<file path="config.mk">
export PLATFORM = sky130hd
export DESIGN_NAME = nsr_top
export DESIGN_NICKNAME = d
export VERILOG_FILES = /design/src/common/nsr_pkg.sv /design/src/nsr_top.sv
export SDC_FILE = /design/constraint.sdc
export NUM_CORES = 1
export LEC_CHECK = 0
export ABC_AREA = 0
export BUFFER_PORTS_ARGS = -buffer_cell sky130_fd_sc_hd__buf_4
export CORE_ASPECT_RATIO = 0.5
export CORE_MARGIN = 2
export CORE_UTILIZATION = 54
export CTS_CLUSTER_SIZE = 30
export DETAILED_ROUTE_END_ITERATION = 6
export PLACE_DENSITY_LB_ADDON = 0.15
export SYNTH_ARGS = -nofsm -noshare
export SYNTH_HDL_FRONTEND = slang
export SYNTH_SLANG_ARGS = --single-unit
</file>
<file path="constraint.sdc">
create_clock -name clk_i -period 4.17 [get_ports clk_i]
set_input_delay 0.834 -clock clk_i [delete_from_list [all_inputs] [get_ports clk_i]]
set_output_delay 0.834 -clock clk_i [all_outputs]
set_load 0.02 [all_outputs]
</file>
<file path="src/common/nsr_pkg.sv">
// Package with register map, reset values and timing constants of the setup registers.
package nsr_pkg;
  // Byte addresses of the word registers on the bus.
  localparam logic [7:0] ADDR_SETUP1 = 8'h00;
  localparam logic [7:0] ADDR_SETUP2 = 8'h04;
  localparam logic [7:0] ADDR_STATUS = 8'h08;
  localparam logic [7:0] ADDR_MASK   = 8'h0C;
  localparam logic [7:0] ADDR_STATE  = 8'h10;
  // Field positions of the first setup register.
  localparam int S1_DRV_TYPE = 7;
  localparam int S1_LIM_SEL  = 6;
  localparam int S1_PROMISC  = 4;
  localparam int S1_RATE_LSB = 1;
  localparam int S1_ARB_HALF = 0;
  // Field positions of the second setup register.
  localparam int S2_FAST_RD  = 7;
  localparam int S2_EXT_FEAT = 3;
  localparam int S2_SKIP_IDL = 2;
  localparam int S2_RCN_LSB  = 0;
  // Writable bits and reset values; reserved bits read zero.
  localparam logic [7:0] S1_WMASK = 8'hDF;
  localparam logic [7:0] S2_WMASK = 8'h8F;
  localparam logic [7:0] S1_RESET = 8'h06;
  localparam logic [7:0] S2_RESET = 8'h00;
  // Interrupt status bit positions.
  localparam int IRQ_EXCESS = 0;
  localparam int IRQ_RECONF = 1;
  localparam int IRQ_INIT   = 2;
  localparam int IRQ_W      = 3;
  // Refusal limits.
  localparam logic [7:0] LIMIT_SHORT = 8'h04;
  localparam logic [7:0] LIMIT_LONG  = 8'h80;
  // Rate divisor is the base shifted left by the prescaler code.
  localparam int RATE_BASE = 8;
  // Reconfiguration timeouts in milliseconds.
  localparam int RECON_MS_0 = 6720;
  localparam int RECON_MS_1 = 1680;
  localparam int RECON_MS_2 = 840;
  localparam int RECON_MS_3 = 420;
  // Clock rate and one millisecond in cycles.
  localparam int CLK_HZ = 50000000;
  localparam int MS_CYC = CLK_HZ / 1000;
endpackage

</file>
<file path="src/nsr_top.sv">
// Setup register bank with Wishbone slave, rate dividers, timers and interrupts.
`timescale 1ns/10ps

// Functional notes
// Line pulse push-pull when set, else open-drain.
// Excess refusal flag after four or 128.
// Promiscuous mode accepts every valid packet.
// Acknowledge only packets matching own node.
// Promiscuous plus disabled transmitter gives listen-only.
// Prescaler code selects data rate divisor.
// RAM init waits idle line unless skipped.
// Reconfiguration timeout selected by two bits.
// Arbitration clock halved when bit set.
// Fast read timing bit, writes unaffected.
// Extended features bit, reset selects legacy.
module nsr_top #(
  parameter int MS_CYC = nsr_pkg::MS_CYC  // Cycles per millisecond.
) (
  input  wire logic        clk_i,          // System clock, 50 MHz.
  input  wire logic        rst_i,          // Synchronous reset, active high.
  input  wire logic        wb_cyc_i,       // Bus cycle.
  input  wire logic        wb_stb_i,       // Bus strobe.
  input  wire logic        wb_we_i,        // Write enable.
  input  wire logic [7:0]  wb_adr_i,       // Byte address.
  input  wire logic [3:0]  wb_sel_i,       // Byte lane selects.
  input  wire logic [31:0] wb_dat_i,       // Write data.
  output logic      [31:0] wb_dat_o,       // Read data.
  output logic             wb_ack_o,       // Acknowledge.
  output logic             irq_o,          // Level interrupt.
  input  wire logic        pulse_data_i,   // Line pulse level from engine.
  output logic             line_pulse_out_o, // Line pulse output value.
  output logic             line_pulse_oe_n_o, // Line pulse enable, low drives.
  input  wire logic        refusal_i,      // One refused buffer enquiry.
  output logic             excess_refusal_flag_o, // Excess refusal flag.
  input  wire logic        pkt_valid_i,    // Valid packet header pulse.
  input  wire logic [7:0]  pkt_dest_i,     // Packet destination ID.
  input  wire logic [7:0]  node_id_i,      // Own programmed node ID.
  input  wire logic        tx_enable_i,    // Transmitter enabled.
  output logic             pkt_accept_o,   // Packet is to be stored.
  output logic             pkt_ack_o,      // Packet is to be acknowledged.
  output logic             token_pass_o,   // Node takes part in token passing.
  output logic             listen_only_o,  // Listen-only monitor active.
  output logic             rate_tick_o,    // Bit rate enable pulse.
  output logic             arb_tick_o,     // Arbitration enable pulse.
  input  wire logic        init_req_i,     // Request RAM initialization.
  input  wire logic        line_idle_i,    // Line idle pin, asynchronous.
  output logic             init_start_o,   // RAM initialization start pulse.
  input  wire logic        recon_restart_i, // Restart reconfiguration timer.
  output logic             recon_timeout_o, // Reconfiguration timeout pulse.
  output logic             fast_read_timing_o, // Fast host read timing.
  output logic             extended_features_o  // Extended functions on.
);
  // Refuse settings the counters cannot serve, at elaboration.
  if (MS_CYC < 2 || MS_CYC > 65535)
  begin : g_bad_ms_cyc
    $error("MS_CYC out of range");
  end

  // Init state machine codes.
  typedef enum logic [1:0] {
    NSR_IDLE = 2'b01,
    NSR_WAIT = 2'b10
  } nsr_init_e;

  // Timeout in milliseconds for a reconfiguration code.
  function automatic logic [12:0] nsr_recon_ms(input logic [1:0] code);
    unique case (code)
      2'b00:   nsr_recon_ms = 13'(nsr_pkg::RECON_MS_0);
      2'b01:   nsr_recon_ms = 13'(nsr_pkg::RECON_MS_1);
      2'b10:   nsr_recon_ms = 13'(nsr_pkg::RECON_MS_2);
      default: nsr_recon_ms = 13'(nsr_pkg::RECON_MS_3);
    endcase
  endfunction

  logic [7:0]  setup1_q, setup1_d;        // First setup register.
  logic [7:0]  setup2_q, setup2_d;        // Second setup register.
  logic [2:0]  stat_q, stat_d;            // Sticky interrupt status.
  logic [2:0]  mask_q, mask_d;            // Interrupt mask.
  logic        ack_q, ack_d;              // Bus acknowledge.
  logic [31:0] rdat_q, rdat_d;            // Read data.
  logic        irq_q, irq_d;              // Interrupt output.
  logic [7:0]  ref_cnt_q, ref_cnt_d;      // Refusal counter.
  logic        lp_out_q, lp_out_d;        // Line pulse value.
  logic        lp_oen_q, lp_oen_d;        // Line pulse enable.
  logic        acc_q, acc_d;              // Accept pulse.
  logic        pack_q, pack_d;            // Ack pulse.
  logic        tok_q, tok_d;              // Token participation.
  logic        lst_q, lst_d;              // Listen-only.
  logic [10:0] rate_cnt_q, rate_cnt_d;    // Rate divider.
  logic        rate_q, rate_d;            // Rate tick.
  logic        arb_ph_q, arb_ph_d;        // Arbitration phase.
  logic        idle_s1_q, idle_s2_q;      // Idle pin synchroniser.
  nsr_init_e   init_q, init_d;            // Init state.
  logic        istart_q, istart_d;        // Init start pulse.
  logic [15:0] ms_cnt_q, ms_cnt_d;        // Millisecond prescaler.
  logic [12:0] rc_cnt_q, rc_cnt_d;        // Reconfiguration ms counter.
  logic        rto_q, rto_d;              // Timeout pulse.
  logic        wr_en;                     // Write takes effect now.
  logic        rd_req;                    // New read request.
  logic [2:0]  ev;                        // Events this cycle.
  logic [7:0]  limit;                     // Selected refusal limit.

  // The write happens at the edge where the master sees ack.
  assign wr_en  = wb_cyc_i && wb_stb_i && wb_we_i && ack_q;
  assign rd_req = wb_cyc_i && wb_stb_i && !ack_q;

  // Bus slave, setup registers, interrupt status and mask.
  always_comb
  begin
    setup1_d = setup1_q;
    setup2_d = setup2_q;
    mask_d   = mask_q;
    stat_d   = stat_q;
    ack_d    = wb_cyc_i && wb_stb_i && !ack_q;
    rdat_d   = rdat_q;
    if (rd_req)
    begin
      // Unmapped addresses read zero and are still acknowledged.
      unique case (wb_adr_i)
        nsr_pkg::ADDR_SETUP1: rdat_d = {24'h000000, setup1_q};
        nsr_pkg::ADDR_SETUP2: rdat_d = {24'h000000, setup2_q};
        nsr_pkg::ADDR_STATUS: rdat_d = {29'h0000000, stat_q};
        nsr_pkg::ADDR_MASK:   rdat_d = {29'h0000000, mask_q};
        nsr_pkg::ADDR_STATE:  rdat_d = {24'h000000, ref_cnt_q};
        default:              rdat_d = 32'h00000000;
      endcase
    end
    if (wr_en && wb_sel_i[0])
    begin
      unique case (wb_adr_i)
        nsr_pkg::ADDR_SETUP1: setup1_d = wb_dat_i[7:0] & nsr_pkg::S1_WMASK;
        nsr_pkg::ADDR_SETUP2: setup2_d = wb_dat_i[7:0] & nsr_pkg::S2_WMASK;
        nsr_pkg::ADDR_STATUS: stat_d   = stat_q & ~wb_dat_i[2:0];
        nsr_pkg::ADDR_MASK:   mask_d   = wb_dat_i[2:0];
        default:              mask_d   = mask_q;
      endcase
    end
    // Hardware events win over a simultaneous clear.
    stat_d = stat_d | ev;
    irq_d  = |(stat_d & mask_d);
  end

  // Register the bus and control state.
  always_ff @(posedge clk_i)
  begin
    if (rst_i)
    begin
      setup1_q <= nsr_pkg::S1_RESET;
      setup2_q <= nsr_pkg::S2_RESET;
      stat_q   <= 3'h0;
      mask_q   <= 3'h0;
      ack_q    <= 1'b0;
      rdat_q   <= 32'h00000000;
      irq_q    <= 1'b0;
    end
    else
    begin
      setup1_q <= setup1_d;
      setup2_q <= setup2_d;
      stat_q   <= stat_d;
      mask_q   <= mask_d;
      ack_q    <= ack_d;
      rdat_q   <= rdat_d;
      irq_q    <= irq_d;
    end
  end

  // Refusal counting, packet filter and line driver selection.
  always_comb
  begin
    // refusal limit select
    limit = setup1_q[nsr_pkg::S1_LIM_SEL] ? nsr_pkg::LIMIT_SHORT : nsr_pkg::LIMIT_LONG;
    ref_cnt_d = ref_cnt_q;
    ev = 3'h0;
    // The count restarts at a clear; a refusal in that very cycle is not lost.
    if (wr_en && wb_sel_i[0] && wb_adr_i == nsr_pkg::ADDR_STATUS
        && wb_dat_i[nsr_pkg::IRQ_EXCESS])
    begin
      ref_cnt_d = {7'h00, refusal_i};
    end
    else if (refusal_i && ref_cnt_q < limit)
    begin
      ref_cnt_d = ref_cnt_q + 8'h01;
      ev[nsr_pkg::IRQ_EXCESS] = (ref_cnt_q + 8'h01) == limit;
    end
    ev[nsr_pkg::IRQ_RECONF] = rto_d;
    ev[nsr_pkg::IRQ_INIT]   = istart_d;
    // accept any destination
    acc_d  = pkt_valid_i && (setup1_q[nsr_pkg::S1_PROMISC] || pkt_dest_i == node_id_i);
    // ack own ID only
    pack_d = pkt_valid_i && pkt_dest_i == node_id_i;
    // listen-only monitor
    tok_d  = tx_enable_i;
    lst_d  = setup1_q[nsr_pkg::S1_PROMISC] && !tx_enable_i;
    // push-pull or open-drain
    lp_out_d = setup1_q[nsr_pkg::S1_DRV_TYPE] ? pulse_data_i : 1'b0;
    lp_oen_d = setup1_q[nsr_pkg::S1_DRV_TYPE] ? 1'b0 : pulse_data_i;
  end

  // Register refusal count, filter and line driver.
  always_ff @(posedge clk_i)
  begin
    if (rst_i)
    begin
      ref_cnt_q <= 8'h00;
      acc_q     <= 1'b0;
      pack_q    <= 1'b0;
      tok_q     <= 1'b0;
      lst_q     <= 1'b0;
      lp_out_q  <= 1'b0;
      lp_oen_q  <= 1'b1;
    end
    else
    begin
      ref_cnt_q <= ref_cnt_d;
      acc_q     <= acc_d;
      pack_q    <= pack_d;
      tok_q     <= tok_d;
      lst_q     <= lst_d;
      lp_out_q  <= lp_out_d;
      lp_oen_q  <= lp_oen_d;
    end
  end

  // Rate and arbitration enables.
  always_comb
  begin
    // divisor from prescaler
    rate_d     = rate_cnt_q >= 11'(((nsr_pkg::RATE_BASE
                 << setup1_q[nsr_pkg::S1_RATE_LSB +: 3]) - 1) & 16'h07FF);
    rate_cnt_d = rate_d ? 11'h000 : rate_cnt_q + 11'h001;
    // halve arbitration clock
    arb_ph_d   = setup1_q[nsr_pkg::S1_ARB_HALF] ? !arb_ph_q : 1'b1;
  end

  // Register the dividers.
  always_ff @(posedge clk_i)
  begin
    if (rst_i)
    begin
      rate_cnt_q <= 11'h000;
      rate_q     <= 1'b0;
      arb_ph_q   <= 1'b0;
    end
    else
    begin
      rate_cnt_q <= rate_cnt_d;
      rate_q     <= rate_d;
      arb_ph_q   <= arb_ph_d;
    end
  end

  // Init sequencing and reconfiguration timer.
  always_comb
  begin
    init_d   = init_q;
    istart_d = 1'b0;
    unique case (init_q)
      NSR_IDLE: init_d = init_req_i ? NSR_WAIT : NSR_IDLE;
      NSR_WAIT:
      begin
        // wait for idle line
        if (idle_s2_q || setup2_q[nsr_pkg::S2_SKIP_IDL])
        begin
          init_d   = NSR_IDLE;
          istart_d = 1'b1;
        end
      end
      default:  init_d = NSR_IDLE;
    endcase
    ms_cnt_d = (ms_cnt_q == 16'(MS_CYC - 1) || recon_restart_i) ? 16'h0000
               : ms_cnt_q + 16'h0001;
    rc_cnt_d = rc_cnt_q;
    rto_d    = 1'b0;
    // selectable reconfiguration timeout
    if (recon_restart_i)
    begin
      rc_cnt_d = 13'h0000;
    end
    else if (ms_cnt_q == 16'(MS_CYC - 1))
    begin
      if (rc_cnt_q + 13'h0001 >= nsr_recon_ms(setup2_q[nsr_pkg::S2_RCN_LSB +: 2]))
      begin
        rc_cnt_d = 13'h0000;
        rto_d    = 1'b1;
      end
      else
      begin
        rc_cnt_d = rc_cnt_q + 13'h0001;
      end
    end
  end

  // Register init state, timers and the idle synchroniser.
  always_ff @(posedge clk_i)
  begin
    if (rst_i)
    begin
      idle_s1_q <= 1'b0;
      idle_s2_q <= 1'b0;
      init_q    <= NSR_IDLE;
      istart_q  <= 1'b0;
      ms_cnt_q  <= 16'h0000;
      rc_cnt_q  <= 13'h0000;
      rto_q     <= 1'b0;
    end
    else
    begin
      idle_s1_q <= line_idle_i;
      idle_s2_q <= idle_s1_q;
      init_q    <= init_d;
      istart_q  <= istart_d;
      ms_cnt_q  <= ms_cnt_d;
      rc_cnt_q  <= rc_cnt_d;
      rto_q     <= rto_d;
    end
  end

  // Outputs straight from flip-flops.
  assign wb_dat_o              = rdat_q;
  assign wb_ack_o              = ack_q;
  assign irq_o                 = irq_q;
  assign line_pulse_out_o      = lp_out_q;
  assign line_pulse_oe_n_o     = lp_oen_q;
  assign excess_refusal_flag_o = stat_q[nsr_pkg::IRQ_EXCESS];
  assign pkt_accept_o          = acc_q;
  assign pkt_ack_o             = pack_q;
  assign token_pass_o          = tok_q;
  assign listen_only_o         = lst_q;
  assign rate_tick_o           = rate_q;
  assign arb_tick_o            = arb_ph_q;
  assign init_start_o          = istart_q;
  assign recon_timeout_o       = rto_q;
  // fast read timing
  assign fast_read_timing_o    = setup2_q[nsr_pkg::S2_FAST_RD];
  // extended features
  assign extended_features_o   = setup2_q[nsr_pkg::S2_EXT_FEAT];
endmodule

</file>
==> reports/summary.txt <==
row cnt - 24
cells on worst reg2reg path - 12
count of non-filler cells in the finished layout - 735
Reg power frac - 47.1%
synth warn - 0
Critical Path Start Type - flop
fin util - 64.4%
H-tree depth - 3
CP Data Arrival Time - 3.38 ns
Final setup viols - 0
first-pass GRT wire length - 16,800 µm
CTS tree - yes
routability congestion estimate from global placement - 0.839
Mapped Avg Cell Area - 8.58 µm²
Primary FF master, synth - dfxtp_1
Distinct cells, synth - 52
wire per inst - 13.7 µm
RSZ-0062 raised after global routing - false
io pins - 119
Synth Instances - 556
DRC errors left - 0
Critical Path Sink Type - flop
Yosys top cell by area - dfxtp_1
Pre-antenna DRT Iters - 5
die area - 9650 µm²
core area - 8650 µm²
Post-CTS Setup Repair Bufs - 0
commonest non-fill, non-tap cell in the layout - dfxtp_1
fillcell total - 755
worst-case clock skew - 0.00749 ns
antenna violations before repair - 0
Starting Density - 55.2%
Setup CP Type - reg2reg
Die W - 137 µm
slew margin rel. - 40.0%
CTS clk-pin slew, worst paths - 0.06 ns
Clock Power Share - 46.0%
Worst-Margin Slew - 0.893 ns
Max FO, Critical Path - 5
Area contributors post-synth - dfxtp_1 (38%), ha_1 (6.6%), nor2_1 (5.9%)
most frequent cells in the layout - dfxtp_1 (90), nor2_1 (75), buf_4 (69)
final cycle utilization of the critical path - 76.3%
top cell type's share of synthesized area - 37.8%
largest stage delay on the critical path - 0.44 ns
switching power share of the total - 22.9%
total congestion overflow - 0
clk sinks - 90
status - finished, final reports clean
placed insts - 719
Syn-to-layout area delta - 16.7%
VDD IR max - 213 µV
number of max-cap violations - 0
ant diodes - 0
vias in the first global route - 3,607
max-slew violations - 0
Routed Wire Length - 10,100 µm
Worst Path Required - 4.38 ns
vias per cell - 5.34
Post-DP HPWL - 7210 µm
critical path's slowest cell - o311ai_0
Worst path depth - 12
Hold Crit Depth - 1
setup TNS - 0 ns
FMAX - 314 MHz
number of gates resized after CTS - 0
Pwr Total - 1.88 mW
Hold Fails Final Rpt - 0
Post-synth EDFFs - 0
WP buf/inv - 0
Worst-Skew Late Latency - 0.34 ns
CP delay by family, top - simple AND/OR/NAND/NOR gates
DR iter-0 viols - 304
largest net degree at the start of global routing - 35
Num CTS Buffers - 9
GR Util All Layers - 21.9%
multi-input logic area - 2740 µm²
Lkg Pwr - 2.39 nW
sequential cell area - 1800 µm²
Antenna Nets Post-Route - 0
Yosys reg bits - 90
layout cells sized above 1 - 16.5%
DR vias - 3,925
Psw - 0.431 mW
Comb power frac - 7.0%
fin nets - 710
P_int - 1.45 mW
hold crit path type - reg2reg
Hold-fix buffers, CTS - 0
Clock Path Buffers - 2
IO buf count - 66
P per Cell Area - 339 nW/µm²
Die Y - 70.5 µm
ordered cell list for the critical path - ha_1 > nand3_1 > or2_2 > and2_1 > or2_2 > ha_1 > a21o_1 > nand3_1 > a21oi_1 > o311ai_0 > a21o_1 > o311ai_2
Async SR Flop Fraction - 0%
mapped cell area - 4770 µm²
Seq/Total Area, Yosys - 37.8%
post-layout min period - 3.18 ns
clock root cell - clkbuf_16
## worst paths after layout
path                                  end        start  slack [ns]
worst max-delay path                irq_o  rc_cnt_q[0]        0.99
worst min-delay path            idle_s2_q    idle_s1_q        0.44
worst max register to register      irq_o  rc_cnt_q[0]        0.99
worst min register to register  idle_s2_q    idle_s1_q        0.44
## flip-flops by register name (all words and copies together) (netlist names), 2 cells and up
name and flops:
init_q 2, mask_q 3, ms_cnt_q 16, rate_cnt_q 11, rc_cnt_q 13, ref_cnt_q 8, setup1_q 7, setup2_q 5
stat_q 3, wb_dat_o 8
## synthesized netlist by cell type, types with 6 or more instances
| master | instances |
|---|---|
| a211oi_1 | 6 |
| a21oi_1 | 15 |
| a31oi_1 | 6 |
| and2_1 | 6 |
| and3_1 | 13 |
| buf_4 | 25 |
| clkbuf_1 | 18 |
| dfxtp_1 | 90 |
| ha_1 | 25 |
| inv_1 | 12 |
| mux2i_1 | 19 |
| nand2_1 | 60 |
| nand3_1 | 19 |
| nand4_1 | 8 |
| nor2_1 | 75 |
| nor2b_1 | 13 |
| nor3_1 | 10 |
| nor4b_1 | 6 |
| o2111ai_1 | 7 |
| o21ai_0 | 11 |
| or2_2 | 12 |
| xnor2_1 | 17 |
| xor2_1 | 30 |
## power by group through the flow
stage | clock network [mW] | registers [mW] | logic [mW]
finish | 0.866 | 0.887 | 0.132
global route | 0.926 | 0.888 | 0.144
CTS | 0.880 | 0.886 | 0.132
detailed placement | 0 | 0.906 | 0.131
global placement | 0 | 0.906 | 0.129
floorplan | 0 | 0.910 | 0.0862
## stage by stage
stage,hold slack (ns),instance area [µm²],setup slack [ns]
finish,0.442,5570,0.990
floorplan,0.414,4860,1.24
detailed placement,0.432,5250,0.850
global placement,0.423,5250,0.837
CTS,0.449,5570,0.981
global route,0.456,5570,0.707
## cell type report
cell class              count  area share [%]
multi-input cells         431            49.2
clock inverters             7            1.66
inverters                  12           0.809
repair buffers             69            9.31
well taps                 117            2.63
flip-flops and latches     90            32.4
clock buffers               9            4.05
## logic make-up (layout without fill, tap and decap cells)
| family | Yosys count | in the layout | synth area share [%] |
|---|---|---|---|
| and+or+nand+nor | 245 | 245 | 25.8 |
| other | 2 | 25 | 0.157 |
| buffers and inverters | 58 | 97 | 6.69 |
| xor gates and xnor gates | 47 | 47 | 8.63 |
| AOI/OAI and AO/OA | 70 | 70 | 10.4 |
| muxes | 19 | 19 | 3.99 |
| DFF | 90 | 90 | 37.8 |
| adders and majority gates | 25 | 25 | 6.56 |
## metal layers
metal / vias up / routed length, µm / GRT usage, %
met5: - / 0 / 0
met4: 0 / 111 / 5.50
met3: 14 / 511 / 5.08
met2: 98 / 4710 / 35.7
met1: 1820 / 4770 / 29.3
li1: 1993 / - / -
Power figures use the tool's default switching activity.
